## src/design/ddof_map.svh

```systemverilog
`ifndef DDOF_MAP_SVH
`define DDOF_MAP_SVH
// Contract
// - DDR CMOS: two bits per line each sample
// - DDR LVDS: seven pairs, pair k bits 2k,2k+1
// - DDR modes share one overflow output
// - Full rate: one overflow output per channel
// - LVDS current default 3.5mA, seven levels
// - Internal termination doubles the driver current
// - Overflow high when out of range
// - Overflow pipelined alongside its sample code
// - Full rate: data changes on clock fall
// - DDR: data changes on both clock edges
// - Clock phase shift 0/45/90/135 degrees
// - Phase shift only with stabiliser enabled
// - Clock invert independent of phase shift
// - Offset binary default, optional two's complement
// - Mode selectable; parallel path lacks DDR CMOS

`define DDOF_CORE_PERIOD_NS 20
`define DDOF_ENC_PERIOD_NS 160
`define DDOF_ENC_PERIOD_CYC (`DDOF_ENC_PERIOD_NS / `DDOF_CORE_PERIOD_NS)
`define DDOF_PHASE_STEPS 8
`define DDOF_FIFO_DEPTH 4
`define DDOF_CODE_W 14
`define DDOF_MSB 13
`define DDOF_FULL_SCALE 14'h3FFF
`define DDOF_ZERO_SCALE 14'h0000
`define DDOF_MIDSCALE 14'h2000
// LVDS current in units of 50 uA
`define DDOF_CUR_1P75 8'h23
`define DDOF_CUR_2P1 8'h2A
`define DDOF_CUR_2P5 8'h32
`define DDOF_CUR_3P0 8'h3C
`define DDOF_CUR_3P5 8'h46
`define DDOF_CUR_4P0 8'h50
`define DDOF_CUR_4P5 8'h5A
`define DDOF_CUR_RST `DDOF_CUR_3P5
`endif

```

## src/design/ddof_pkg.sv

```systemverilog
`include "ddof_map.svh"
package ddof_pkg;
	typedef logic [`DDOF_CODE_W-1:0] ddof_code_t;
	typedef enum logic [1:0] {DDOF_FULL_CMOS, DDOF_DDR_CMOS, DDOF_DDR_LVDS} ddof_mode_e;
	typedef struct packed {
		logic ch2_of;
		ddof_code_t ch2_code;
		logic ch1_of;
		ddof_code_t ch1_code;
	} ddof_word_s;
endpackage : ddof_pkg

```

## src/design/ddof_stream_if.sv

```systemverilog
interface ddof_stream_if #(parameter int W = 30) ();
	logic valid;
	logic ready;
	logic [W-1:0] data;
	modport src(output valid, output data, input ready);
	modport snk(input valid, input data, output ready);
endinterface : ddof_stream_if

```

## src/design/ddof_clkgen.sv

```systemverilog
`include "ddof_map.svh"
module ddof_clkgen #(
	parameter int PERIOD_CYC = 8
) (
	input wire logic core_clk,
	input wire logic rstn,
	input wire logic ce,
	input wire logic enc_clk_pin,
	input wire logic dcs_en,
	input wire logic [1:0] phase_sel,
	input wire logic clk_invert,
	output logic first_load,
	output logic second_load,
	output logic fwd_true,
	output logic fwd_comp
);
	localparam int CW = $clog2(PERIOD_CYC);
	localparam int STEP = PERIOD_CYC / `DDOF_PHASE_STEPS;
	localparam int HALF = PERIOD_CYC / 2;

	logic sync1_reg, sync2_reg, sync3_reg;
	logic [CW-1:0] cnt_reg, cnt_next, off, pos;
	logic true_reg, true_next, comp_reg, comp_next;
	logic [1:0] shift;

	always_comb begin
		if (sync2_reg && !sync3_reg) begin
			cnt_next = '0;
		end else if (cnt_reg == CW'(PERIOD_CYC - 1)) begin
			cnt_next = '0;
		end else begin
			cnt_next = CW'(cnt_reg + 1'b1);
		end
		// Phase shift needs a stable 50% internal clock to mean anything
		shift = dcs_en ? phase_sel : 2'b00;
		off = CW'(32'(shift) * STEP);
		if (cnt_next >= off) begin
			pos = CW'(cnt_next - off);
		end else begin
			pos = CW'(32'(cnt_next) + PERIOD_CYC - 32'(off));
		end
		// Unshifted clock falls as a sample is launched and rises at mid-period
		true_next = (pos >= CW'(HALF)) ^ clk_invert;
		comp_next = ~true_next;
		first_load = ce & (cnt_next == '0);
		second_load = ce & (cnt_next == CW'(HALF));
	end

	assign fwd_true = true_reg;
	// Own flop, so the pair leaves registers with no inverter skew between them
	assign fwd_comp = comp_reg;

	always_ff @(posedge core_clk) begin
		if (!rstn) begin
			sync1_reg <= 1'b0;
			sync2_reg <= 1'b0;
			sync3_reg <= 1'b0;
			cnt_reg <= '0;
			true_reg <= 1'b0;
			comp_reg <= 1'b1;
		end else if (ce) begin
			sync1_reg <= enc_clk_pin;
			sync2_reg <= sync1_reg;
			sync3_reg <= sync2_reg;
			cnt_reg <= cnt_next;
			true_reg <= true_next;
			comp_reg <= comp_next;
		end
	end
endmodule : ddof_clkgen

```

## src/design/ddof_fifo.sv

```systemverilog
module ddof_fifo #(
	parameter int W = 30,
	parameter int DEPTH = 4
) (
	input wire logic core_clk,
	input wire logic rstn,
	input wire logic ce,
	ddof_stream_if.snk wr,
	ddof_stream_if.src rd
);
	localparam int AW = (DEPTH > 1) ? $clog2(DEPTH) : 1;
	localparam int CW = $clog2(DEPTH + 1);

	if (DEPTH < 2 || (DEPTH & (DEPTH - 1)) != 0) begin : g_chk
		$error("ddof_fifo: DEPTH must be a power of two, at least 2");
	end

	logic [W-1:0] mem [DEPTH];
	logic [AW-1:0] wptr_reg, wptr_next, rptr_reg, rptr_next;
	logic [CW-1:0] count_reg, count_next;
	logic room_reg, room_next, empty_reg, empty_next;
	logic push, pop;

	assign wr.ready = room_reg;
	assign rd.valid = ~empty_reg;
	assign rd.data = mem[rptr_reg];

	always_comb begin
		push = ce & wr.valid & room_reg;
		pop = ce & rd.ready & ~empty_reg;
		wptr_next = push ? AW'(wptr_reg + 1'b1) : wptr_reg;
		rptr_next = pop ? AW'(rptr_reg + 1'b1) : rptr_reg;
		count_next = count_reg;
		if (push && !pop) begin
			count_next = CW'(count_reg + 1'b1);
		end else if (pop && !push) begin
			count_next = CW'(count_reg - 1'b1);
		end
		room_next = (count_next != CW'(DEPTH));
		empty_next = (count_next == '0);
	end

	always_ff @(posedge core_clk) begin
		if (!rstn) begin
			wptr_reg <= '0;
			rptr_reg <= '0;
			count_reg <= '0;
			room_reg <= 1'b1;
			empty_reg <= 1'b1;
		end else begin
			wptr_reg <= wptr_next;
			rptr_reg <= rptr_next;
			count_reg <= count_next;
			room_reg <= room_next;
			empty_reg <= empty_next;
		end
	end

	// Storage holds no reset; only slots behind the write pointer are ever read
	always_ff @(posedge core_clk) begin
		if (push) begin
			mem[wptr_reg] <= wr.data;
		end
	end
endmodule : ddof_fifo

```

## src/design/ddof_top.sv

```systemverilog
`include "ddof_map.svh"
module ddof_top #(
	parameter int PERIOD_CYC = `DDOF_ENC_PERIOD_CYC,
	parameter int FIFO_DEPTH = `DDOF_FIFO_DEPTH
) (
	input wire logic core_clk,
	input wire logic rstn,
	input wire logic ce,
	input wire logic enc_clk_pin,
	input wire logic sample_valid,
	input wire ddof_pkg::ddof_code_t ch1_code_in,
	input wire logic ch1_over_in,
	input wire logic ch1_under_in,
	input wire ddof_pkg::ddof_code_t ch2_code_in,
	input wire logic ch2_over_in,
	input wire logic ch2_under_in,
	input wire logic [1:0] out_mode_sel,
	input wire logic par_prog,
	input wire logic par_lvds_sel,
	input wire logic [2:0] lvds_current_sel,
	input wire logic lvds_term_en,
	input wire logic dcs_en,
	input wire logic [1:0] clk_phase_sel,
	input wire logic clk_invert,
	input wire logic twos_comp,
	output logic sample_ready,
	output ddof_pkg::ddof_code_t ch1_data_lines,
	output ddof_pkg::ddof_code_t ch2_data_lines,
	output logic shared_overflow_out,
	output logic ch1_overflow_out,
	output logic ch2_overflow_out,
	output logic fwd_clock_true,
	output logic fwd_clock_comp,
	output logic lvds_mode_out,
	output logic ddr_mode_out,
	output logic [7:0] lvds_current_out,
	output logic lvds_term_out
);
	import ddof_pkg::*;

	localparam int WW = $bits(ddof_word_s);

	if (PERIOD_CYC < `DDOF_PHASE_STEPS || (PERIOD_CYC % `DDOF_PHASE_STEPS) != 0) begin : g_chk_p
		$error("ddof_top: PERIOD_CYC must be a nonzero multiple of the phase step count");
	end
	if (FIFO_DEPTH < 2) begin : g_chk_d
		$error("ddof_top: FIFO_DEPTH must be at least 2");
	end

	// Clamp, flag and encode one channel; result is {overflow, code}
	function automatic logic [`DDOF_CODE_W:0] fmt_channel(input ddof_code_t code,
		input logic over, input logic under, input logic twos);
		ddof_code_t c;
		c = code;
		if (over) begin
			c = `DDOF_FULL_SCALE;
		end else if (under) begin
			c = `DDOF_ZERO_SCALE;
		end
		// Mid-scale sits at the MSB alone, so flipping it yields two's complement
		c[`DDOF_MSB] = c[`DDOF_MSB] ^ twos;
		return {over | under, c};
	endfunction : fmt_channel

	function automatic logic [6:0] even_bits(input ddof_code_t code);
		logic [6:0] r;
		r = '0;
		for (int k = 0; k < 7; k++) begin
			r[k] = code[2 * k];
		end
		return r;
	endfunction : even_bits

	function automatic logic [6:0] odd_bits(input ddof_code_t code);
		logic [6:0] r;
		r = '0;
		for (int k = 0; k < 7; k++) begin
			r[k] = code[2 * k + 1];
		end
		return r;
	endfunction : odd_bits

	function automatic logic [7:0] current_lookup(input logic [2:0] sel);
		logic [7:0] r;
		case (sel)
			3'h0: r = `DDOF_CUR_1P75;
			3'h1: r = `DDOF_CUR_2P1;
			3'h2: r = `DDOF_CUR_2P5;
			3'h3: r = `DDOF_CUR_3P0;
			3'h4: r = `DDOF_CUR_3P5;
			3'h5: r = `DDOF_CUR_4P0;
			3'h6: r = `DDOF_CUR_4P5;
			default: r = `DDOF_CUR_RST;
		endcase
		return r;
	endfunction : current_lookup

	ddof_stream_if #(.W(WW)) in_s ();
	ddof_stream_if #(.W(WW)) out_s ();

	logic first_load, second_load;
	logic [`DDOF_CODE_W:0] f1, f2;
	ddof_word_s w;
	ddof_mode_e req_mode;
	logic [7:0] base_cur;

	ddof_word_s cur_reg, cur_next;
	ddof_mode_e mode_reg, mode_next;
	ddof_code_t l1_reg, l1_next, l2_reg, l2_next;
	logic sh_of_reg, sh_of_next, of1_reg, of1_next, of2_reg, of2_next;
	logic lvds_reg, lvds_next, ddr_reg, ddr_next;
	logic [7:0] cur_drv_reg, cur_drv_next;
	logic term_reg, term_next;

	// Flags ride in the same FIFO word as their codes
	always_comb begin
		f1 = fmt_channel(ch1_code_in, ch1_over_in, ch1_under_in, twos_comp);
		f2 = fmt_channel(ch2_code_in, ch2_over_in, ch2_under_in, twos_comp);
		in_s.data = {f2, f1};
		in_s.valid = sample_valid;
	end

	assign sample_ready = in_s.ready;
	assign out_s.ready = first_load;

	ddof_fifo #(.W(WW), .DEPTH(FIFO_DEPTH)) u_fifo (
		.core_clk(core_clk),
		.rstn(rstn),
		.ce(ce),
		.wr(in_s),
		.rd(out_s)
	);

	ddof_clkgen #(.PERIOD_CYC(PERIOD_CYC)) u_clkgen (
		.core_clk(core_clk),
		.rstn(rstn),
		.ce(ce),
		.enc_clk_pin(enc_clk_pin),
		.dcs_en(dcs_en),
		.phase_sel(clk_phase_sel),
		.clk_invert(clk_invert),
		.first_load(first_load),
		.second_load(second_load),
		.fwd_true(fwd_clock_true),
		.fwd_comp(fwd_clock_comp)
	);

	always_comb begin
		// Pin-strapped path offers only full rate CMOS or DDR LVDS
		if (par_prog) begin
			req_mode = par_lvds_sel ? DDOF_DDR_LVDS : DDOF_FULL_CMOS;
		end else begin
			case (out_mode_sel)
				2'h1: req_mode = DDOF_DDR_CMOS;
				2'h2: req_mode = DDOF_DDR_LVDS;
				default: req_mode = DDOF_FULL_CMOS;
			endcase
		end
	end

	always_comb begin
		cur_next = cur_reg;
		mode_next = mode_reg;
		l1_next = l1_reg;
		l2_next = l2_reg;
		sh_of_next = sh_of_reg;
		of1_next = of1_reg;
		of2_next = of2_reg;
		lvds_next = lvds_reg;
		ddr_next = ddr_reg;
		// An underrun repeats the last sample rather than stalling the link
		w = out_s.valid ? ddof_word_s'(out_s.data) : cur_reg;
		// Strapped LVDS runs at default current with termination off
		base_cur = par_prog ? `DDOF_CUR_RST : current_lookup(lvds_current_sel);
		term_next = ~par_prog & lvds_term_en;
		cur_drv_next = term_next ? {base_cur[6:0], 1'b0} : base_cur;
		if (first_load) begin
			// Mode changes only on a sample boundary so no half-sample is sent
			cur_next = w;
			mode_next = req_mode;
			lvds_next = (req_mode == DDOF_DDR_LVDS);
			ddr_next = (req_mode != DDOF_FULL_CMOS);
			if (req_mode == DDOF_FULL_CMOS) begin
				l1_next = w.ch1_code;
				l2_next = w.ch2_code;
				of1_next = w.ch1_of;
				of2_next = w.ch2_of;
				sh_of_next = 1'b0;
			end else begin
				l1_next = {7'h00, even_bits(w.ch1_code)};
				l2_next = {7'h00, even_bits(w.ch2_code)};
				sh_of_next = w.ch1_of;
				of1_next = 1'b0;
				of2_next = 1'b0;
			end
		end else if (second_load && mode_reg != DDOF_FULL_CMOS) begin
			l1_next = {7'h00, odd_bits(cur_reg.ch1_code)};
			l2_next = {7'h00, odd_bits(cur_reg.ch2_code)};
			sh_of_next = cur_reg.ch2_of;
		end
	end

	always_ff @(posedge core_clk) begin
		if (!rstn) begin
			cur_reg <= '0;
			mode_reg <= DDOF_FULL_CMOS;
			l1_reg <= '0;
			l2_reg <= '0;
			sh_of_reg <= 1'b0;
			of1_reg <= 1'b0;
			of2_reg <= 1'b0;
			lvds_reg <= 1'b0;
			ddr_reg <= 1'b0;
			cur_drv_reg <= `DDOF_CUR_RST;
			term_reg <= 1'b0;
		end else if (ce) begin
			cur_reg <= cur_next;
			mode_reg <= mode_next;
			l1_reg <= l1_next;
			l2_reg <= l2_next;
			sh_of_reg <= sh_of_next;
			of1_reg <= of1_next;
			of2_reg <= of2_next;
			lvds_reg <= lvds_next;
			ddr_reg <= ddr_next;
			cur_drv_reg <= cur_drv_next;
			term_reg <= term_next;
		end
	end

	assign ch1_data_lines = l1_reg;
	assign ch2_data_lines = l2_reg;
	assign shared_overflow_out = sh_of_reg;
	assign ch1_overflow_out = of1_reg;
	assign ch2_overflow_out = of2_reg;
	assign lvds_mode_out = lvds_reg;
	assign ddr_mode_out = ddr_reg;
	assign lvds_current_out = cur_drv_reg;
	assign lvds_term_out = term_reg;
endmodule : ddof_top
```

## config.mk

```make
export PLATFORM = sky130hd
export DESIGN_NAME = ddof_top
export DESIGN_NICKNAME = d
export VERILOG_FILES = /design/src/design/ddof_pkg.sv /design/src/design/ddof_stream_if.sv /design/src/design/ddof_clkgen.sv /design/src/design/ddof_fifo.sv /design/src/design/ddof_top.sv
export VERILOG_INCLUDE_DIRS = /design/src /design/src/design
export SDC_FILE = /design/constraint.sdc
export NUM_CORES = 1
export LEC_CHECK = 0
export BUFFER_PORTS_ARGS = -buffer_cell sky130_fd_sc_hd__buf_2
export CAP_MARGIN = 15
export CORE_MARGIN = 2
export CORE_UTILIZATION = 30
export DETAILED_ROUTE_END_ITERATION = 8
export PLACE_DENSITY_LB_ADDON = 0.12
export SYNTH_ARGS = -nofsm -noshare
export SYNTH_HDL_FRONTEND = slang
export SYNTH_SLANG_ARGS = --single-unit
```

## constraint.sdc

```tcl
create_clock -name core_clk -period 2.5 [get_ports core_clk]
set_input_delay 0.5 -clock core_clk [delete_from_list [all_inputs] [get_ports core_clk]]
set_output_delay 0.5 -clock core_clk [all_outputs]
set_load 0.02 [all_outputs]
```

==> run metrics <==
status=finished, final reports clean; width of the die=176.4 um; diode count=0; FP Rows=63; Max-Cap Viols=0; hold endpoint=u_clkgen.sync1_reg; TritonCTS buffer count=25; Setup Skew=0.01497 ns; Hold Crit Class=in2reg; gpl congestion=0.7667; later-pin clock latency in the skew report=0.52 ns; average wire per standard cell=18.57 um; Post-synth EDFFs=120; Final setup violation count=0; Largest stage delay, worst path=0.35 ns; RSZ-0062 raised after global routing=no; Tmin final=2.319 ns; number of distinct library cells after synthesis=53; dpl cell area=9902 um^2; Power Dens Cells=776.5 nW/um^2; die height=176.4 um; syn avg cell area=12.89 um^2; Vias/cell=4.837; Worst EP required=2.90 ns; max_slew headroom=65.38%; # hold bufs at CTS=0; fraction of the cycle the final worst path needs=92.76%; Top FF cell, synth=edfxtp_1; DRC=0; initial antenna violation count=0; vias=5,761; worst-margin pin slew=0.5192 ns; FF-to-FF path depth=10; Detail Placement HPWL=14.47 mm; CP cell instances=ha_1 -> ha_1 -> o21ba_2 -> o21ai_1 -> buf_4 -> nor2_4 -> nand2_1 -> buf_4 -> o21ai_0 -> and2_1; CTS Buffer Depth=3; area of the multi-input gates=3204 um^2; First DRT Iteration DRCs=354; share of layout cells above drive strength 1=25.47%; post-route design area=10,660 um^2; #FFs+latches synth=213; Worst-path clk slew=0.06 ns; vias in the first global route=5,878; WS Path Type=reg2reg; Async SR Flop Fraction=0%; YS warnings=0; gr ovfl total=0; WL final=22.12 mm; Area growth syn-to-layout=19.54%; Final Util=36.17%; Initial Utilization=30.26%; Clock Sinks=213; r2r endpoint=ch1_data_lines[11]; hold path depth=3; Pleak=0.003997 uW; syn nets=751; Register Area=5466 um^2; Worst R2R Start=u_clkgen.cnt_reg[0]; maximum number of pins on one net before global-route repair=50; startpoint types=flop; CP Data Arrival Time=2.72 ns; CTS tree=done; CTS root buf=clkbuf_16; Final TNS setup=0 ns; Tot GR Track Use=14.23%; CP endpoint kind=flop; Seq/Total Area, Yosys=61.27%; fin. max-slew vios=0; CP max stage cell=dfxtp_1; Min-Delay Startpoint=enc_clk_pin; Core ar.=29,480 um^2; # IOs=95; # nets final=843; Worst VDD drop=0.0004682 V; max FFs per register=120; number of routed nets with antenna violations=0; Synth Instances=692; post-synthesis cell area=8920 um^2; Post-CTS Setup Bufs=0; R2R Setup Slk=0.18 ns; Filler cells=2,903; post-cts repair resize count=1; CP max FO=11; drt first pass iters=4; global-route wire length before repair=34.01 mm; fmax=0.4312 GHz; Final Power=8279 uW; Port Buffer Count=94; full die area=31,130 um^2; H-Tree Depth=1; Hold Violations, Final=0
## power by group
part / leakage [uW] / internal (uW) / total (uW) / switching [uW]
Sequential: 0.00183 / 3840 / 3910 / 65.6
Combinational: 0.00179 / 426 / 1040 / 615
Clock: 0.000370 / 1950 / 3330 / 1380
## worst max-delay path: cells and delay by family, from the launching register on
| kind | cells | cell delay, ns |
|---|---|---|
| AOI/OAI and AO/OA | 3 | 0.55 |
| buffers and inverters | 2 | 0.46 |
| adders and majority gates | 2 | 0.44 |
| and+or+nand+nor | 3 | 0.42 |
| DFF | 1 | 0.35 |
## cells by family after synthesis
kind of cell	count (synthesis)	synth area share, %
AOI/OAI and AO/OA	164	11.95
xor gates and xnor gates	12	1.178
adders and majority gates	9	1.262
buffers and inverters	61	2.932
DFF	213	61.27
muxes	78	13.13
and+or+nand+nor	155	8.276
## cell type report
class	count	share of cell area, %
Sequential cell	213	51.27
Multi-Input combinational cell	418	30.05
Timing Repair Buffer	115	6.712
Clock buffer	37	6.665
Tap cell	390	4.576
Inverter	11	0.3872
Clock inverter	7	0.3403
## cell usage in the layout, fill, tap and decap left out, types with 14 or more instances in the layout
master	netlist	routed
nand2_1	40	40
edfxtp_1	120	120
mux2i_1	39	39
buf_4	2	14
a21oi_1	34	34
nor2_1	61	61
mux4_2	30	30
buf_2	14	94
a21o_1	29	28
a211oi_1	19	19
clkbuf_16	0	25
dfxtp_1	93	92
o21ai_0	42	42
and2_1	18	18
## routing by layer
metal  track usage (%)  vias to the layer above  wire (um)
li1                  -                     2753          -
met1             20.17                     2845      10670
met2             22.70                      141      10010
met3             2.929                       22       1137
met4             2.720                        0        303
met5                 0                        -          0
## cell usage after synthesis (all sizes together) (2+ instances only)
cell	number	share of area (%)
or2	2	0.14
dfxtp	93	21
a22oi	2	0.17
xnor2	10	0.98
nand3	3	0.17
mux2i	39	4.4
nand2b	9	0.80
ha	9	1.3
mux4	30	7.6
buf	22	1.3
edfxtp	120	40
clkbuf	28	1.2
xor2	2	0.20
nand2	40	1.7
a21oi	34	1.9
a211oi	19	1.6
o21ai	45	2.5
o21a	5	0.42
a21o	29	2.4
o311ai	3	0.29
o211ai	3	0.25
a31oi	10	0.70
o22ai	2	0.14
inv	11	0.46
o221a	2	0.25
mux2	9	1.2
and2	19	1.4
a2bb2oi	4	0.39
nor2	63	2.7
nor2b	2	0.14
or3	6	0.42
nor3	4	0.22
## through the flow
stage	cells	hold WS [ns]	setup slack [ns]
finish	1191	0.2312	0.1811
detailed placement	1146	0.4491	0.01856
global placement	1146	0.4424	0.06473
floorplan	692	0.4322	0.2334
global route	1191	0.2329	0.002821
CTS	1190	0.2152	0.1070
## worst max-delay path by stage
stage | slack, ns | depth (start not counted) | startpoint | endpoint
finish | 0.18 | 10 | u_clkgen.cnt_reg[0] | ch1_data_lines[11]
global route | 0.003 | 10 | u_clkgen.cnt_reg[0] | ch1_data_lines[11]
CTS | 0.11 | 6 | u_clkgen.cnt_reg[0] | ch2_data_lines[2]
detailed placement | 0.02 | 9 | u_clkgen.cnt_reg[0] | u_fifo.rptr_reg[1]
global placement | 0.06 | 9 | u_clkgen.cnt_reg[0] | flop
floorplan | 0.23 | 4 | ce | u_fifo.mem[1][0]
(Power assumes the default switching activity.)
